**src/shared/hfis_pkg.sv**
```systemverilog
package hfis_pkg;
    // Register map (word index scheme: byte address = 4 * index)
    localparam logic [7:0] HFIS_STATUS_ADDR = 8'h00;
    localparam logic [7:0] HFIS_LEVEL_ADDR = 8'h04;
    localparam logic [7:0] HFIS_INFO_ADDR = 8'h08;
    localparam logic [7:0] HFIS_ENABLE_ADDR = 8'h0C;
    // Status bit positions
    localparam int HFIS_BIT_TXSQ_OVF = 16;
    localparam int HFIS_BIT_RX_OVERSIZE = 15;
    localparam int HFIS_BIT_RX_FAULT = 14;
    localparam int HFIS_BIT_TX_FAULT = 13;
    localparam int HFIS_BIT_GPIO = 12;
    localparam int HFIS_BIT_TXPQ_OVR = 10;
    localparam int HFIS_BIT_TXPQ_SPACE = 9;
    localparam int HFIS_BIT_TXSQ_FULL = 8;
    localparam int HFIS_BIT_TXSQ_LEVEL = 7;
    localparam int HFIS_BIT_RX_DISCARD = 6;
    localparam int HFIS_BIT_RXSQ_FULL = 4;
    localparam int HFIS_BIT_RXSQ_LEVEL = 3;
    // Implemented bits of the status word
    localparam logic [31:0] HFIS_STATUS_MASK = 32'h0001_F7D8;
    localparam logic [31:0] HFIS_STATUS_RESET = 32'h0000_0000;
    localparam logic [31:0] HFIS_ENABLE_RESET = 32'h0000_0000;
    // Frame length limits in bytes
    localparam logic [11:0] HFIS_FRAME_LIMIT = 12'h800;
    localparam logic [11:0] HFIS_TAG_LIMIT = 12'h7FC;
    localparam logic [11:0] HFIS_TAG_BYTES = 12'h004;
    // Level field layout: [7:0] rx status, [15:8] tx status, [23:16] tx space
    localparam int HFIS_LVL_RXS_LSB = 0;
    localparam int HFIS_LVL_TXS_LSB = 8;
    localparam int HFIS_LVL_TXA_LSB = 16;
    localparam logic [31:0] HFIS_LEVEL_RESET = 32'h0000_0000;
    // Frame truncation counter width
    localparam int HFIS_LEN_W = 12;
    typedef enum logic [1:0] {
        HFIS_RX_IDLE,
        HFIS_RX_KEEP,
        HFIS_RX_TRUNC
    } hfis_rx_state_type;
endpackage : hfis_pkg

```
**src/verilog/hfis_irq_status.sv**
```systemverilog
// The address map and the plain strobed port were decided locally.
`timescale 1ns/1ps
// Notes on behaviour
// Bit 16 sets on transmit status queue overflow; resets 0, write one clears.
// Bit 15 sets when a received frame reaches 2048 bytes; write one clears.
// Received frames of 2049 bytes or more keep only their first 2048 bytes.
// Bit 15 also sets when a tag pushes a 2044+ byte untagged frame over.
// Bit 14 sets on any receiver error; write one clears.
// Bit 13 sets on any transmitter error; write one clears.
// Bit 12 is read-only, follows pending general IO events from their source.
// Bit 10 sets on a write to a full transmit payload queue; write one clears.
// Bit 9 sets when transmit payload free space exceeds its threshold.
// Bit 8 sets when the transmit status queue becomes full.
// Bit 7 sets when transmit status occupancy reaches its threshold.
// Bit 6 sets on every dropped received frame; write one clears.
// Bit 4 sets on a status write into a full receive status queue.
// Bit 3 sets when receive status occupancy reaches its threshold.
// Flags record events regardless of enable; enables only gate the pin.
// Bits 11, 5, 2, 1 and 0 read zero and ignore writes.
module hfis_irq_status
    import hfis_pkg::*;
(
    // Clock and reset
    input wire logic sys_clk,
    input wire logic resetn,
    // Register port
    input wire logic [7:0] reg_addr,
    input wire logic [31:0] reg_wdata,
    input wire logic reg_wr,
    input wire logic reg_rd,
    output logic [31:0] reg_rdata,
    // Receive byte stream into host MAC
    input wire logic rx_in_valid,
    input wire logic rx_in_last,
    input wire logic [7:0] rx_in_data,
    input wire logic rx_in_tag_added,
    // Truncated receive stream
    output logic rx_out_valid,
    output logic rx_out_last,
    output logic [7:0] rx_out_data,
    // MAC event pulses
    input wire logic receiver_fault,
    input wire logic transmitter_fault,
    input wire logic rx_frame_discarded,
    // Queue events and levels
    input wire logic tx_status_queue_overflow,
    input wire logic tx_status_queue_full,
    input wire logic [7:0] tx_status_queue_used,
    input wire logic tx_payload_write,
    input wire logic tx_payload_full,
    input wire logic [7:0] tx_payload_free,
    input wire logic rx_status_write,
    input wire logic rx_status_queue_full,
    input wire logic [7:0] rx_status_queue_used,
    // General IO pending level from outside domain
    input wire logic general_io_event_source,
    // Enabled-and-pending summary toward the pin driver
    output logic irq_pending
);
    logic [31:0] interrupt_flag_status_reg;
    logic [31:0] interrupt_flag_status_next;
    logic [31:0] level_reg;
    logic [31:0] enable_reg;
    logic [31:0] set_vec;
    logic [31:0] clr_vec;
    logic [31:0] read_word;
    logic gpio_sync;
    logic oversize_pulse;
    logic [HFIS_LEN_W:0] tag_len_reg;
    logic tag_flag_reg;
    logic tag_oversize;
    logic txsq_full_d_reg;
    logic wr_status;

    // Write-one-to-clear helper for implemented sticky bits
    function automatic logic [31:0] hfis_w1c(input logic [31:0] cur,
                                            input logic [31:0] set,
                                            input logic [31:0] clr);
        hfis_w1c = ((cur & ~clr) | set) & HFIS_STATUS_MASK;
    endfunction : hfis_w1c

    // Field pick from level register
    function automatic logic [7:0] hfis_field(input logic [31:0] word, input int lsb);
        hfis_field = word[lsb +: 8];
    endfunction : hfis_field

    // General IO pending crosses from outside the clock domain
    hfis_sync hfis_sync_inst (
        .sys_clk(sys_clk),
        .resetn(resetn),
        .async_in(general_io_event_source),
        .sync_out(gpio_sync)
    );

    // Truncation and oversize detection of received frames
    hfis_rx_trunc hfis_rx_trunc_inst (
        .sys_clk(sys_clk),
        .resetn(resetn),
        .in_valid(rx_in_valid),
        .in_last(rx_in_last),
        .in_data(rx_in_data),
        .out_valid(rx_out_valid),
        .out_last(rx_out_last),
        .out_data(rx_out_data),
        .oversize_pulse(oversize_pulse)
    );

    // Original length tracking of frames that receive an inserted tag
    always_ff @(posedge sys_clk or negedge resetn) begin
        if (!resetn) begin
            tag_len_reg <= '0;
            tag_flag_reg <= 1'b0;
        end else if (rx_in_valid && rx_in_last) begin
            tag_len_reg <= '0;
            tag_flag_reg <= 1'b0;
        end else if (rx_in_valid) begin
            if (tag_len_reg != '1) begin
                tag_len_reg <= tag_len_reg + 13'h0001;
            end
            tag_flag_reg <= tag_flag_reg | rx_in_tag_added;
        end
    end

    // Tagged frame whose pre-tag length was at least the tag limit
    assign tag_oversize = rx_in_valid && rx_in_last && (tag_flag_reg || rx_in_tag_added) &&
        ((tag_len_reg + 13'h0001) >= {1'b0, HFIS_TAG_LIMIT} + {1'b0, HFIS_TAG_BYTES});

    // Edge of transmit status queue full
    always_ff @(posedge sys_clk or negedge resetn) begin
        if (!resetn) begin
            txsq_full_d_reg <= 1'b0;
        end else begin
            txsq_full_d_reg <= tx_status_queue_full;
        end
    end

    // Hardware set terms
    always_comb begin
        set_vec = 32'h0000_0000;
        set_vec[HFIS_BIT_TXSQ_OVF] = tx_status_queue_overflow;
        set_vec[HFIS_BIT_RX_OVERSIZE] = oversize_pulse | tag_oversize;
        set_vec[HFIS_BIT_RX_FAULT] = receiver_fault;
        set_vec[HFIS_BIT_TX_FAULT] = transmitter_fault;
        set_vec[HFIS_BIT_TXPQ_OVR] = tx_payload_write && tx_payload_full;
        set_vec[HFIS_BIT_TXPQ_SPACE] =
            tx_payload_free > hfis_field(level_reg, HFIS_LVL_TXA_LSB);
        set_vec[HFIS_BIT_TXSQ_FULL] = tx_status_queue_full && !txsq_full_d_reg;
        set_vec[HFIS_BIT_TXSQ_LEVEL] =
            tx_status_queue_used >= hfis_field(level_reg, HFIS_LVL_TXS_LSB);
        set_vec[HFIS_BIT_RX_DISCARD] = rx_frame_discarded;
        set_vec[HFIS_BIT_RXSQ_FULL] = rx_status_write && rx_status_queue_full;
        set_vec[HFIS_BIT_RXSQ_LEVEL] =
            rx_status_queue_used >= hfis_field(level_reg, HFIS_LVL_RXS_LSB);
    end

    // Software clear terms; general IO bit is not clearable here
    assign wr_status = reg_wr && (reg_addr == HFIS_STATUS_ADDR);
    assign clr_vec = wr_status ? (reg_wdata & ~(32'h0000_0001 << HFIS_BIT_GPIO)) : 32'h0000_0000;

    // Next status: sticky bits with set winning, plus live general IO bit
    always_comb begin
        interrupt_flag_status_next = hfis_w1c(interrupt_flag_status_reg, set_vec, clr_vec);
        interrupt_flag_status_next[HFIS_BIT_GPIO] = gpio_sync;
    end

    // Status flags update independent of enables
    always_ff @(posedge sys_clk or negedge resetn) begin
        if (!resetn) begin
            interrupt_flag_status_reg <= HFIS_STATUS_RESET;
        end else begin
            interrupt_flag_status_reg <= interrupt_flag_status_next;
        end
    end

    // Level thresholds and enables
    always_ff @(posedge sys_clk or negedge resetn) begin
        if (!resetn) begin
            level_reg <= HFIS_LEVEL_RESET;
            enable_reg <= HFIS_ENABLE_RESET;
        end else if (reg_wr) begin
            if (reg_addr == HFIS_LEVEL_ADDR) begin
                level_reg <= {8'h00, reg_wdata[23:0]};
            end
            if (reg_addr == HFIS_ENABLE_ADDR) begin
                enable_reg <= reg_wdata & HFIS_STATUS_MASK;
            end
        end
    end

    // Read decode; unmapped addresses read zero
    always_comb begin
        case (reg_addr)
            HFIS_STATUS_ADDR: read_word = interrupt_flag_status_reg & HFIS_STATUS_MASK;
            HFIS_LEVEL_ADDR: read_word = level_reg;
            HFIS_INFO_ADDR: read_word = HFIS_STATUS_MASK;
            HFIS_ENABLE_ADDR: read_word = enable_reg;
            default: read_word = 32'h0000_0000;
        endcase
    end

    // Read data one cycle after strobe, held only in that cycle
    always_ff @(posedge sys_clk or negedge resetn) begin
        if (!resetn) begin
            reg_rdata <= 32'h0000_0000;
        end else begin
            reg_rdata <= reg_rd ? read_word : 32'h0000_0000;
        end
    end

    // Pin summary: enables gate only this output
    always_ff @(posedge sys_clk or negedge resetn) begin
        if (!resetn) begin
            irq_pending <= 1'b0;
        end else begin
            irq_pending <= |(interrupt_flag_status_next & enable_reg);
        end
    end

    // Checks
    // Status queue overflow flag
    chk_overflow_set: assert property (@(posedge sys_clk) disable iff (!resetn)
        tx_status_queue_overflow |=> interrupt_flag_status_reg[HFIS_BIT_TXSQ_OVF])
        else $error("overflow flag not set");

    // Oversize frame end
    chk_oversize_set: assert property (@(posedge sys_clk) disable iff (!resetn)
        oversize_pulse |=> interrupt_flag_status_reg[HFIS_BIT_RX_OVERSIZE])
        else $error("oversize flag missing");

    // Tagged frame over the limit
    chk_tag_set: assert property (@(posedge sys_clk) disable iff (!resetn)
        tag_oversize |=> interrupt_flag_status_reg[HFIS_BIT_RX_OVERSIZE])
        else $error("tag oversize flag missing");

    // No byte past the limit kept
    chk_trunc_len: assert property (@(posedge sys_clk) disable iff (!resetn)
        (hfis_rx_trunc_inst.count_reg >= {1'b0, HFIS_FRAME_LIMIT}) && rx_in_valid
        |=> !rx_out_valid)
        else $error("byte past limit kept");

    // Last kept byte marked
    chk_last_mark: assert property (@(posedge sys_clk) disable iff (!resetn)
        rx_in_valid && (hfis_rx_trunc_inst.count_reg == {1'b0, HFIS_FRAME_LIMIT} - 13'h0001)
        |=> rx_out_last)
        else $error("frame end mark missing");

    // Set wins over clear
    chk_set_wins: assert property (@(posedge sys_clk) disable iff (!resetn)
        (receiver_fault && wr_status && reg_wdata[HFIS_BIT_RX_FAULT])
        |=> interrupt_flag_status_reg[HFIS_BIT_RX_FAULT])
        else $error("set lost against clear");

    // Transmit fault flag
    chk_txfault_set: assert property (@(posedge sys_clk) disable iff (!resetn)
        transmitter_fault |=> interrupt_flag_status_reg[HFIS_BIT_TX_FAULT])
        else $error("transmit fault flag missing");

    // Write one clears
    chk_w1c_clears: assert property (@(posedge sys_clk) disable iff (!resetn)
        (wr_status && reg_wdata[HFIS_BIT_TX_FAULT] && !transmitter_fault)
        |=> !interrupt_flag_status_reg[HFIS_BIT_TX_FAULT])
        else $error("write one did not clear");

    // General IO bit trails its source
    chk_gpio_follow: assert property (@(posedge sys_clk) disable iff (!resetn)
        $rose(general_io_event_source) ##1 general_io_event_source[*2]
        |=> interrupt_flag_status_reg[HFIS_BIT_GPIO])
        else $error("general IO bit lag");

    // General IO bit ignores writes
    chk_gpio_ro: assert property (@(posedge sys_clk) disable iff (!resetn)
        wr_status |=> interrupt_flag_status_reg[HFIS_BIT_GPIO] == $past(gpio_sync))
        else $error("general IO bit written");

    // Payload queue overrun
    chk_overrun_set: assert property (@(posedge sys_clk) disable iff (!resetn)
        (tx_payload_write && tx_payload_full) |=> interrupt_flag_status_reg[HFIS_BIT_TXPQ_OVR])
        else $error("payload overrun flag missing");

    // Payload space above threshold
    chk_space_set: assert property (@(posedge sys_clk) disable iff (!resetn)
        (tx_payload_free > level_reg[HFIS_LVL_TXA_LSB +: 8])
        |=> interrupt_flag_status_reg[HFIS_BIT_TXPQ_SPACE])
        else $error("payload space flag missing");

    // Rising edge of queue full
    chk_full_edge: assert property (@(posedge sys_clk) disable iff (!resetn)
        $rose(tx_status_queue_full) |=> interrupt_flag_status_reg[HFIS_BIT_TXSQ_FULL])
        else $error("status queue full flag missing");

    // Transmit status level
    chk_txlevel_set: assert property (@(posedge sys_clk) disable iff (!resetn)
        (tx_status_queue_used >= level_reg[HFIS_LVL_TXS_LSB +: 8])
        |=> interrupt_flag_status_reg[HFIS_BIT_TXSQ_LEVEL])
        else $error("tx status level flag missing");

    // Dropped frame flag
    chk_drop_set: assert property (@(posedge sys_clk) disable iff (!resetn)
        rx_frame_discarded |=> interrupt_flag_status_reg[HFIS_BIT_RX_DISCARD])
        else $error("discard flag missing");

    // Write into full receive status queue
    chk_rxsq_full: assert property (@(posedge sys_clk) disable iff (!resetn)
        (rx_status_write && rx_status_queue_full)
        |=> interrupt_flag_status_reg[HFIS_BIT_RXSQ_FULL])
        else $error("rx status full flag missing");

    // Receive status level
    chk_rxlevel_set: assert property (@(posedge sys_clk) disable iff (!resetn)
        (rx_status_queue_used >= level_reg[HFIS_LVL_RXS_LSB +: 8])
        |=> interrupt_flag_status_reg[HFIS_BIT_RXSQ_LEVEL])
        else $error("rx status level flag missing");

    // Summary low with enables off
    chk_gate_off: assert property (@(posedge sys_clk) disable iff (!resetn)
        (enable_reg == 32'h0000_0000) |=> !irq_pending)
        else $error("summary raised while disabled");

    // Reserved state bits stay zero
    chk_rsvd_state: assert property (@(posedge sys_clk) disable iff (!resetn)
        (interrupt_flag_status_reg & ~HFIS_STATUS_MASK) == 32'h0000_0000)
        else $error("reserved state bit set");

    // Reserved bits read zero
    chk_reserved_zero: assert property (@(posedge sys_clk) disable iff (!resetn)
        $past(reg_rd) && $past(reg_addr) == HFIS_STATUS_ADDR |-> reg_rdata[11] == 1'b0 &&
        reg_rdata[5] == 1'b0 && reg_rdata[2:0] == 3'b000)
        else $error("reserved bit nonzero");

    // Read data only after a read
    chk_rdata_idle: assert property (@(posedge sys_clk) disable iff (!resetn)
        !$past(reg_rd) |-> reg_rdata == 32'h0000_0000)
        else $error("read data outside read cycle");

    // Main scenarios
    cov_oversize: cover property (@(posedge sys_clk) disable iff (!resetn)
        oversize_pulse ##1 interrupt_flag_status_reg[HFIS_BIT_RX_OVERSIZE]);
    cov_tag_over: cover property (@(posedge sys_clk) disable iff (!resetn) tag_oversize);
    cov_irq: cover property (@(posedge sys_clk) disable iff (!resetn) $rose(irq_pending));
    cov_set_clear: cover property (@(posedge sys_clk) disable iff (!resetn)
        receiver_fault && wr_status && reg_wdata[HFIS_BIT_RX_FAULT]);
    cov_gpio_rise: cover property (@(posedge sys_clk) disable iff (!resetn)
        $rose(interrupt_flag_status_reg[HFIS_BIT_GPIO]));
endmodule : hfis_irq_status

```
**src/verilog/hfis_sync.sv**
```systemverilog
`timescale 1ns/1ps
module hfis_sync
    import hfis_pkg::*;
(
    // Clock and reset
    input wire logic sys_clk,
    input wire logic resetn,
    // Level in and out
    input wire logic async_in,
    output logic sync_out
);
    logic meta_reg;

    // Two-stage synchroniser
    always_ff @(posedge sys_clk or negedge resetn) begin
        if (!resetn) begin
            meta_reg <= 1'b0;
            sync_out <= 1'b0;
        end else begin
            meta_reg <= async_in;
            sync_out <= meta_reg;
        end
    end
endmodule : hfis_sync

```
**src/verilog/hfis_rx_trunc.sv**
```systemverilog
`timescale 1ns/1ps
module hfis_rx_trunc
    import hfis_pkg::*;
(
    // Clock and reset
    input wire logic sys_clk,
    input wire logic resetn,
    // Incoming byte stream
    input wire logic in_valid,
    input wire logic in_last,
    input wire logic [7:0] in_data,
    // Kept byte stream
    output logic out_valid,
    output logic out_last,
    output logic [7:0] out_data,
    // Frame ended at or beyond the limit
    output logic oversize_pulse
);
    logic [HFIS_LEN_W:0] count_reg;
    logic at_limit;

    assign at_limit = (count_reg >= {1'b0, HFIS_FRAME_LIMIT});

    // Byte counter per frame
    always_ff @(posedge sys_clk or negedge resetn) begin
        if (!resetn) begin
            count_reg <= '0;
        end else if (in_valid && in_last) begin
            count_reg <= '0;
        end else if (in_valid && !at_limit) begin
            count_reg <= count_reg + 13'h0001;
        end
    end

    // Keep only first bytes up to the limit; last forced on final kept byte
    always_ff @(posedge sys_clk or negedge resetn) begin
        if (!resetn) begin
            out_valid <= 1'b0;
            out_last <= 1'b0;
            out_data <= 8'h00;
            oversize_pulse <= 1'b0;
        end else begin
            out_valid <= in_valid && !at_limit;
            out_last <= in_valid && !at_limit && (in_last ||
                (count_reg == {1'b0, HFIS_FRAME_LIMIT} - 13'h0001));
            out_data <= in_data;
            oversize_pulse <= in_valid && in_last &&
                (count_reg >= {1'b0, HFIS_FRAME_LIMIT} - 13'h0001);
        end
    end
endmodule : hfis_rx_trunc

```
**config.mk**
```make
export PLATFORM = sky130hd
export DESIGN_NAME = hfis_irq_status
export DESIGN_NICKNAME = d
export VERILOG_FILES = /design/src/shared/hfis_pkg.sv /design/src/verilog/hfis_irq_status.sv /design/src/verilog/hfis_sync.sv /design/src/verilog/hfis_rx_trunc.sv
export SDC_FILE = /design/constraint.sdc
export NUM_CORES = 1
export LEC_CHECK = 0
export ABC_AREA = 1
export BUFFER_PORTS_ARGS = -buffer_cell sky130_fd_sc_hd__buf_2
export CAP_MARGIN = 25
export CORE_UTILIZATION = 58
export CTS_CLUSTER_SIZE = 12
export DETAILED_ROUTE_END_ITERATION = 10
export PLACE_DENSITY = 0.86
export RECOVER_POWER = 50
export SYNTH_ARGS = -nofsm -noshare
export SYNTH_HDL_FRONTEND = slang
export SYNTH_SLANG_ARGS = --single-unit
```
**constraint.sdc**
```tcl
create_clock -name sys_clk -period 4.33 [get_ports sys_clk]
set_input_delay 0.433 -clock sys_clk [delete_from_list [all_inputs] [get_ports sys_clk]]
set_output_delay 0.433 -clock sys_clk [all_outputs]
set_load 0.1 [all_outputs]
```
== After elaboration in Yosys (flattened, before gate mapping) ==
Index checks and enable logic that the tools add are counted.
Word-level totals
  bits in registers: 122
  output and inout port bits: 43
  word-level logic and storage cells: 66
Operators by class
  add/subtract/negate cells: 2
  magnitude comparators: 6
  equal/unequal tests: 5
  multiplexer cells: 10
  bitwise operators: 6
  reductions and logical operators: 22
Operators by type and width (number)
  $pmux 24 s4: 1
  $mux 13: 5
  $and 17x17->17: 2
  $mux 32: 1
  $reduce_or 32->1: 1
  $add 13x1->13 const B: 2
  $ge 13x12->1 const B: 2
  $mux 17: 1
  $not 17->17: 1
  $or 17x17->17: 1
  $eq 8x4->1 const B: 2
  $ge 8x8->1: 2
  $eq 13x11->1 const B: 1
  $ge 13x11->1 const B: 1
  $ne 13x13->1 const B: 1
  $logic_and 1x1->1: 10
  $eq 8x3->1 const B: 1
  $gt 8x8->1: 1
  $logic_not 8->1: 1
  $reduce_and 2->1: 3
  $reduce_bool 2->1: 3
  $logic_not 1->1: 2
  $logic_or 1x1->1: 2
  $mux 1: 2
  $or 1x1->1: 2

== Longest topological paths before layout ==
  word-level depth: 8
  mapped depth: 14
  gate-level depth less buffers: 14

== Modules after synthesis ==
Synthesis repeated with hierarchy kept, for this count alone.
Unflattened totals
  cell total of the unflattened synthesis: 628
  area, all modules: 5460.2 um^2
By module, submodules not included
  hfis_irq_status: times used 1, cells an instance 516, area each 4374.2 um^2
  hfis_rx_trunc: times used 1, cells an instance 110, area each 1036.0 um^2
  hfis_sync: times used 1, cells an instance 2, area each 50.0 um^2

== Worst setup path after synthesis ==
OpenSTA, ideal clock, no wires.
  path type: reg2reg
  start point: register tag_len_reg[0]
  end point: register tag_len_reg[3]
  arrival time: 1.442 ns
  required time: 4.207 ns
  path slack: 2.764 ns
  cell stages (with the launch flop): 12
  buffers on the path: 1
  period minus slack after synthesis: 1.566 ns
  cell sequence: dfrtp_1 -> ha_1 -> nand2_1 -> nor2_2 -> and2_2 -> nand2_2 -> nand2_2 -> nand2_2 -> buf_6 -> nand2_1 -> o21ai_0 -> a21oi_1
On the way
  cells in the longest elaborated chain, start to end: 4
  elaborated cells on any way between the ends: 7
  classes of those cells: add/sub: 1; eq/ne: 1; mux: 3; reduce/logical: 2
Ends and longest elaborated chain
  from (decl): line hfis_irq_status.sv:69  | logic [HFIS_LEN_W:0] tag_len_reg;
  from (signal assigned): line hfis_irq_status.sv:118  | tag_len_reg <= tag_len_reg + 13'h0001;
  $add 13x1->13: line hfis_irq_status.sv:118
  $mux 13: line hfis_irq_status.sv:117  | if (tag_len_reg != '1) begin
  $mux 13: line hfis_irq_status.sv:116  | end else if (rx_in_valid) begin
  $mux 13: line hfis_irq_status.sv:113  | end else if (rx_in_valid && rx_in_last) begin
Several ways; a longest one is shown, not always the timed one. The select of a mux whose other input is x is not followed.
A chain may end at the register's enable or synchronous reset.

== Worst setup path in the final report ==
  start point: input reg_addr[3]
  end point: register irq_pending
On the way
  cells in the longest elaborated chain, start to end: 8
Ends and longest elaborated chain
  from (decl): line hfis_irq_status.sv:27  | input wire logic [7:0] reg_addr,
  $logic_not 8->1: line hfis_irq_status.sv:157  | assign wr_status = reg_wr && (reg_addr == HFIS_STATUS_ADDR);
  $logic_and 1x1->1: line hfis_irq_status.sv:157
  $mux 17: line hfis_irq_status.sv:158  | assign clr_vec = wr_status ? (reg_wdata & ~(32'h0000_0001 << HFIS_BIT_GPIO)) : 32'h0000_0000;
  $not 17->17: line hfis_irq_status.sv:79  | hfis_w1c = ((cur & ~clr) | set) & HFIS_STATUS_MASK;
  $and 17x17->17: line hfis_irq_status.sv:79
  $or 17x17->17: line hfis_irq_status.sv:79
  named net interrupt_flag_status_next[8]: line hfis_irq_status.sv:61  | logic [31:0] interrupt_flag_status_next;
  $and 17x17->17: line hfis_irq_status.sv:215  | irq_pending <= |(interrupt_flag_status_next & enable_reg);
  $reduce_or 32->1: line hfis_irq_status.sv:215
  to (signal assigned): line hfis_irq_status.sv:215
  to (decl): line hfis_irq_status.sv:58  | output logic irq_pending
The timed path passes the listed nets, and every way through them passes these cells.

==> impl_metrics.py <==
metrics = {
    "worst_hold_path": {
        "hold_depth": 1,
        "hp-class": "input port to register",
        "whs_endpoint": "hfis_rx_trunc_inst.out_data[1]$_DFF_PN0_",
        "hold_start": "rx_in_data[1]",
    },
    "logic_synthesis": {
        "synth_cell_type_count": 39,
        "synth_top_area_frac": 0.528,
        "syn_area_per_cell_um2": 8.91,
        "syn_inst": 607,
        "synth.area.top_cells": "dfrtp_1 (53%), nand2_1 (8.6%), ha_1 (6.2%)",
        "synth_commonest_cells": "nand2_1 (124), dfrtp_1 (114), inv_1 (81)",
        "synth_top_family_by_area": "simple AND/OR/NAND/NOR gates",
        "yosys.area_share.simple": 0.193,
        "synth-xor-area-share": 0.00162,
        "seq_area_frac_synth": 0.528,
        "synthAdderAreaFrac": 0.0625,
        "yosys_warnings": 0,
        "synthArstFlopShare": 1.00,
        "syn_area_um2": 5410,
        "synth_largest_area_cell": "dfrtp_1",
        "yosysMostFrequentCell": "nand2_1",
        "synth_edf_count": 0,
        "synth_compound_area_frac": 0.129,
        "yosys_register_bits": 114,
        "muxShareOfSynthArea": 0,
        "yosys_most_used_dff": "dfrtp_1",
    },
    "die": {
        "dieHeight_um": 98.6,
        "die_x_um": 98.6,
        "fp.dieArea_um2": 9710,
        "num_io_pins": 132,
        "initial_core_util": 0.608,
        "rows": 34,
        "core_um2": 8890,
    },
    "route": {
        "via_per_inst": 5.55,
        "drt_first_iter_violations": 256,
        "dr_wl_met3_um": 754,
        "antenna_left": 0,
        "drt_pass1_iterations": 5,
        "wl_mm": 12.9,
        "met1_length_mm": 5.03,
        "via_count": 4717,
        "drcViolationCount": 0,
        "post_drt_wl_per_cell_um": 15.1,
        "highest_layer": "met4",
        "dr_wl_met2_mm": 6.75,
    },
    "pwr": {
        "comb_power_share": 0.105,
        "clkPwrFrac": 0.489,
        "irDropWorstVdd_uv": 259,
        "leakage_uw": 0.00340,
        "power_frac_seq": 0.406,
        "p_int_uw": 2090,
        "p_sw_frac": 0.253,
        "p_per_area_nw_per_um2": 426,
        "p_sw_uw": 705,
    },
    "place": {
        "hpwlAfterDp_mm": 8.57,
        "portBuffers": 115,
        "gp_congestion": 0.865,
    },
    "grt": {
        "track_usage": 0.284,
        "grt_antenna_before_repair": 0,
        "grt_pass1_vias": 4701,
        "grt_overflow": 0,
        "grt_pass1_wl_mm": 21.3,
        "grt_start_max_net_pins": 80,
    },
    "clock_tree": {
        "cts_sinks": 114,
        "htreeDepth": 4,
        "ctsResizeCount": 0,
        "cts-root-buf": "clkbuf_8",
        "clk_latency_ns": 0.51,
        "post-cts-setup-buffers": 0,
        "cts_tree": "yes",
        "clk_pin_slew_ns": 0.06,
        "cts-buffers-inserted": 17,
        "clockBufferDepth": 2,
    },
    "job": {
        "maxCapViolCount": 1,
    },
    "layout": {
        "fin_util": 0.737,
        "nets": 845,
        "diodes": 0,
        "fill_cells": 673,
        "area_growth_pct": 21.2,
        "drive_above_1_share": 0.220,
    },
    "timing": {
        "tns_ns": 0,
        "grt_setup_unrepaired": "no",
        "min_period_ns": 2.66,
        "setup_violations": 0,
        "drv_slew": 75,
        "finalClockSkew_ns": 0.00456,
        "clock.fmax_mhz": 376,
        "slew_headroom": -0.222,
        "worst_pin_slew_ns": 1.83,
        "hold_violations": 0,
        "post-route-period-util": 0.615,
        "holdWs_ns": 0.0237,
    },
    "critical_path": {
        "crit_path_start_kind": "input port",
        "timing.rr.start": "hfis_rx_trunc_inst.count_reg[11]$_DFFE_PN0P_",
        "end_kind": "register",
        "path_class": "input port to register",
        "r2r_cells": 7,
        "critPathArrivalTime_ns": 3.04,
        "r2r_slack_ns": 2.32,
        "reg2reg_to": "hfis_rx_trunc_inst.count_reg[8]$_DFFE_PN0P_",
        "cp_data_required_time_ns": 4.71,
        "crit_fanout": 16,
    },
    "outcome": {
        "status": "finished, violations left",
        "violations": "max-capacitance violations, max-slew violations",
    },
}
metrics by stage:
step | setup slack [ns] | instance area, um^2 | total power [uW] | cells
after floorplan | 2.76 | 5430 | 1350 | 614
after global placement | 1.99 | 6010 | 1430 | 816
after detailed placement | 1.80 | 6010 | 1450 | 816
after CTS | 2.33 | 6590 | 2810 | 848
after global routing | 1.22 | 6560 | 2900 | 850
final | 1.67 | 6560 | 2790 | 850
power by group through the flow:
stage          logic [uW]  clock network [uW]  registers, uW
2_1_floorplan         140                   0           1210
3_3_place_gp          284                   0           1150
3_5_place_dp          295                   0           1150
4_1_cts               298                1380           1130
5_1_grt               326                1430           1140
6_report              294                1370           1130
per-layer routing:
layer  global-route usage  vias up
li1                     -     2208
met4                0.135        0
met1                0.334     2271
met2                0.503      202
met5                    0        -
met3               0.0574       36
cells by family (layout without fill, tap and decap cells):
logic type	count (synthesis)	after routing
AND/OR/NAND/NOR	239	239
AO/OA/AOI/OAI	119	119
adder cells (fa/ha/maj)	27	27
other	1	8
buffers and inverters	106	234
XOR/XNOR	1	1
flip-flops	114	114
cell type report:
| class | instances | area [um^2] | area share |
|---|---|---|---|
| inverter | 84 | 317 | 0.0483 |
| timing repair buffer | 118 | 593 | 0.0905 |
| clock buffer | 21 | 449 | 0.0685 |
| sequential | 114 | 2850 | 0.435 |
| multi-input combinational | 394 | 2070 | 0.316 |
| clock inverter | 11 | 135 | 0.0206 |
| tap | 108 | 135 | 0.0206 |
what timing repair did:
| item | CTS | global route |
|---|---|---|
| hold buffers | 0 | 1 |
| setup endpoints to repair | 0 | 0 |
| hold endpoints to repair | 0 | 5 |
critical path, cell delays in order:
cell and delay (ns):
clkbuf_1 0.11, nor2_1 0.19, nand2_2 0.07, nor2_1 0.88, nand2_1 0.54, o21ai_0 0.32, o21ai_1 0.12, nand2_1 0.07
nand2_1 0.05, nor2_1 0.12, nand3_1 0.12
cells in the final DEF (no fill, tap or decap), types with 2 or more instances in the layout:
| master | netlist | routed |
|---|---|---|
| nor3_1 | 7 | 8 |
| o21ai_0 | 25 | 31 |
| clkinv_2 | 1 | 6 |
| a21oi_2 | 10 | 10 |
| clkbuf_8 | 0 | 3 |
| conb_1 | 1 | 8 |
| a21oi_1 | 38 | 38 |
| o21ai_1 | 26 | 20 |
| buf_2 | 3 | 111 |
| a211oi_1 | 2 | 2 |
| nor2_1 | 61 | 64 |
| bufinv_16 | 0 | 3 |
| nand4_1 | 8 | 9 |
| nand2_2 | 7 | 5 |
| clkbuf_16 | 0 | 16 |
| ha_1 | 27 | 27 |
| a41oi_1 | 3 | 3 |
| clkinvlp_4 | 0 | 2 |
| nand3_1 | 19 | 19 |
| dfrtp_1 | 114 | 114 |
| inv_1 | 81 | 82 |
| clkbuf_1 | 7 | 6 |
| nand2_1 | 124 | 127 |
| o21bai_1 | 3 | 3 |
| a221oi_1 | 9 | 9 |
worst max-delay path by stage:
stage                                           from                    endpoint  slack, ns  depth (start not counted)
after floorplan           tag_len_reg[0]$_DFFE_PN0P_  tag_len_reg[3]$_DFFE_PN0P_       2.76                         11
after CTS                                reg_addr[1]   enable_reg[6]$_DFFE_PN0P_       2.33                          6
after detailed placement                 reg_addr[1]   enable_reg[6]$_DFFE_PN0P_       1.80                          6
after global routing                          resetn   level_reg[15]$_DFFE_PN0P_       1.22                          4
after global placement                   reg_addr[1]  enable_reg[14]$_DFFE_PN0P_       1.99                          6
final                                    reg_addr[3]       irq_pending$_DFF_PN0_       1.67                         11
Power figures use the tool's default switching activity.
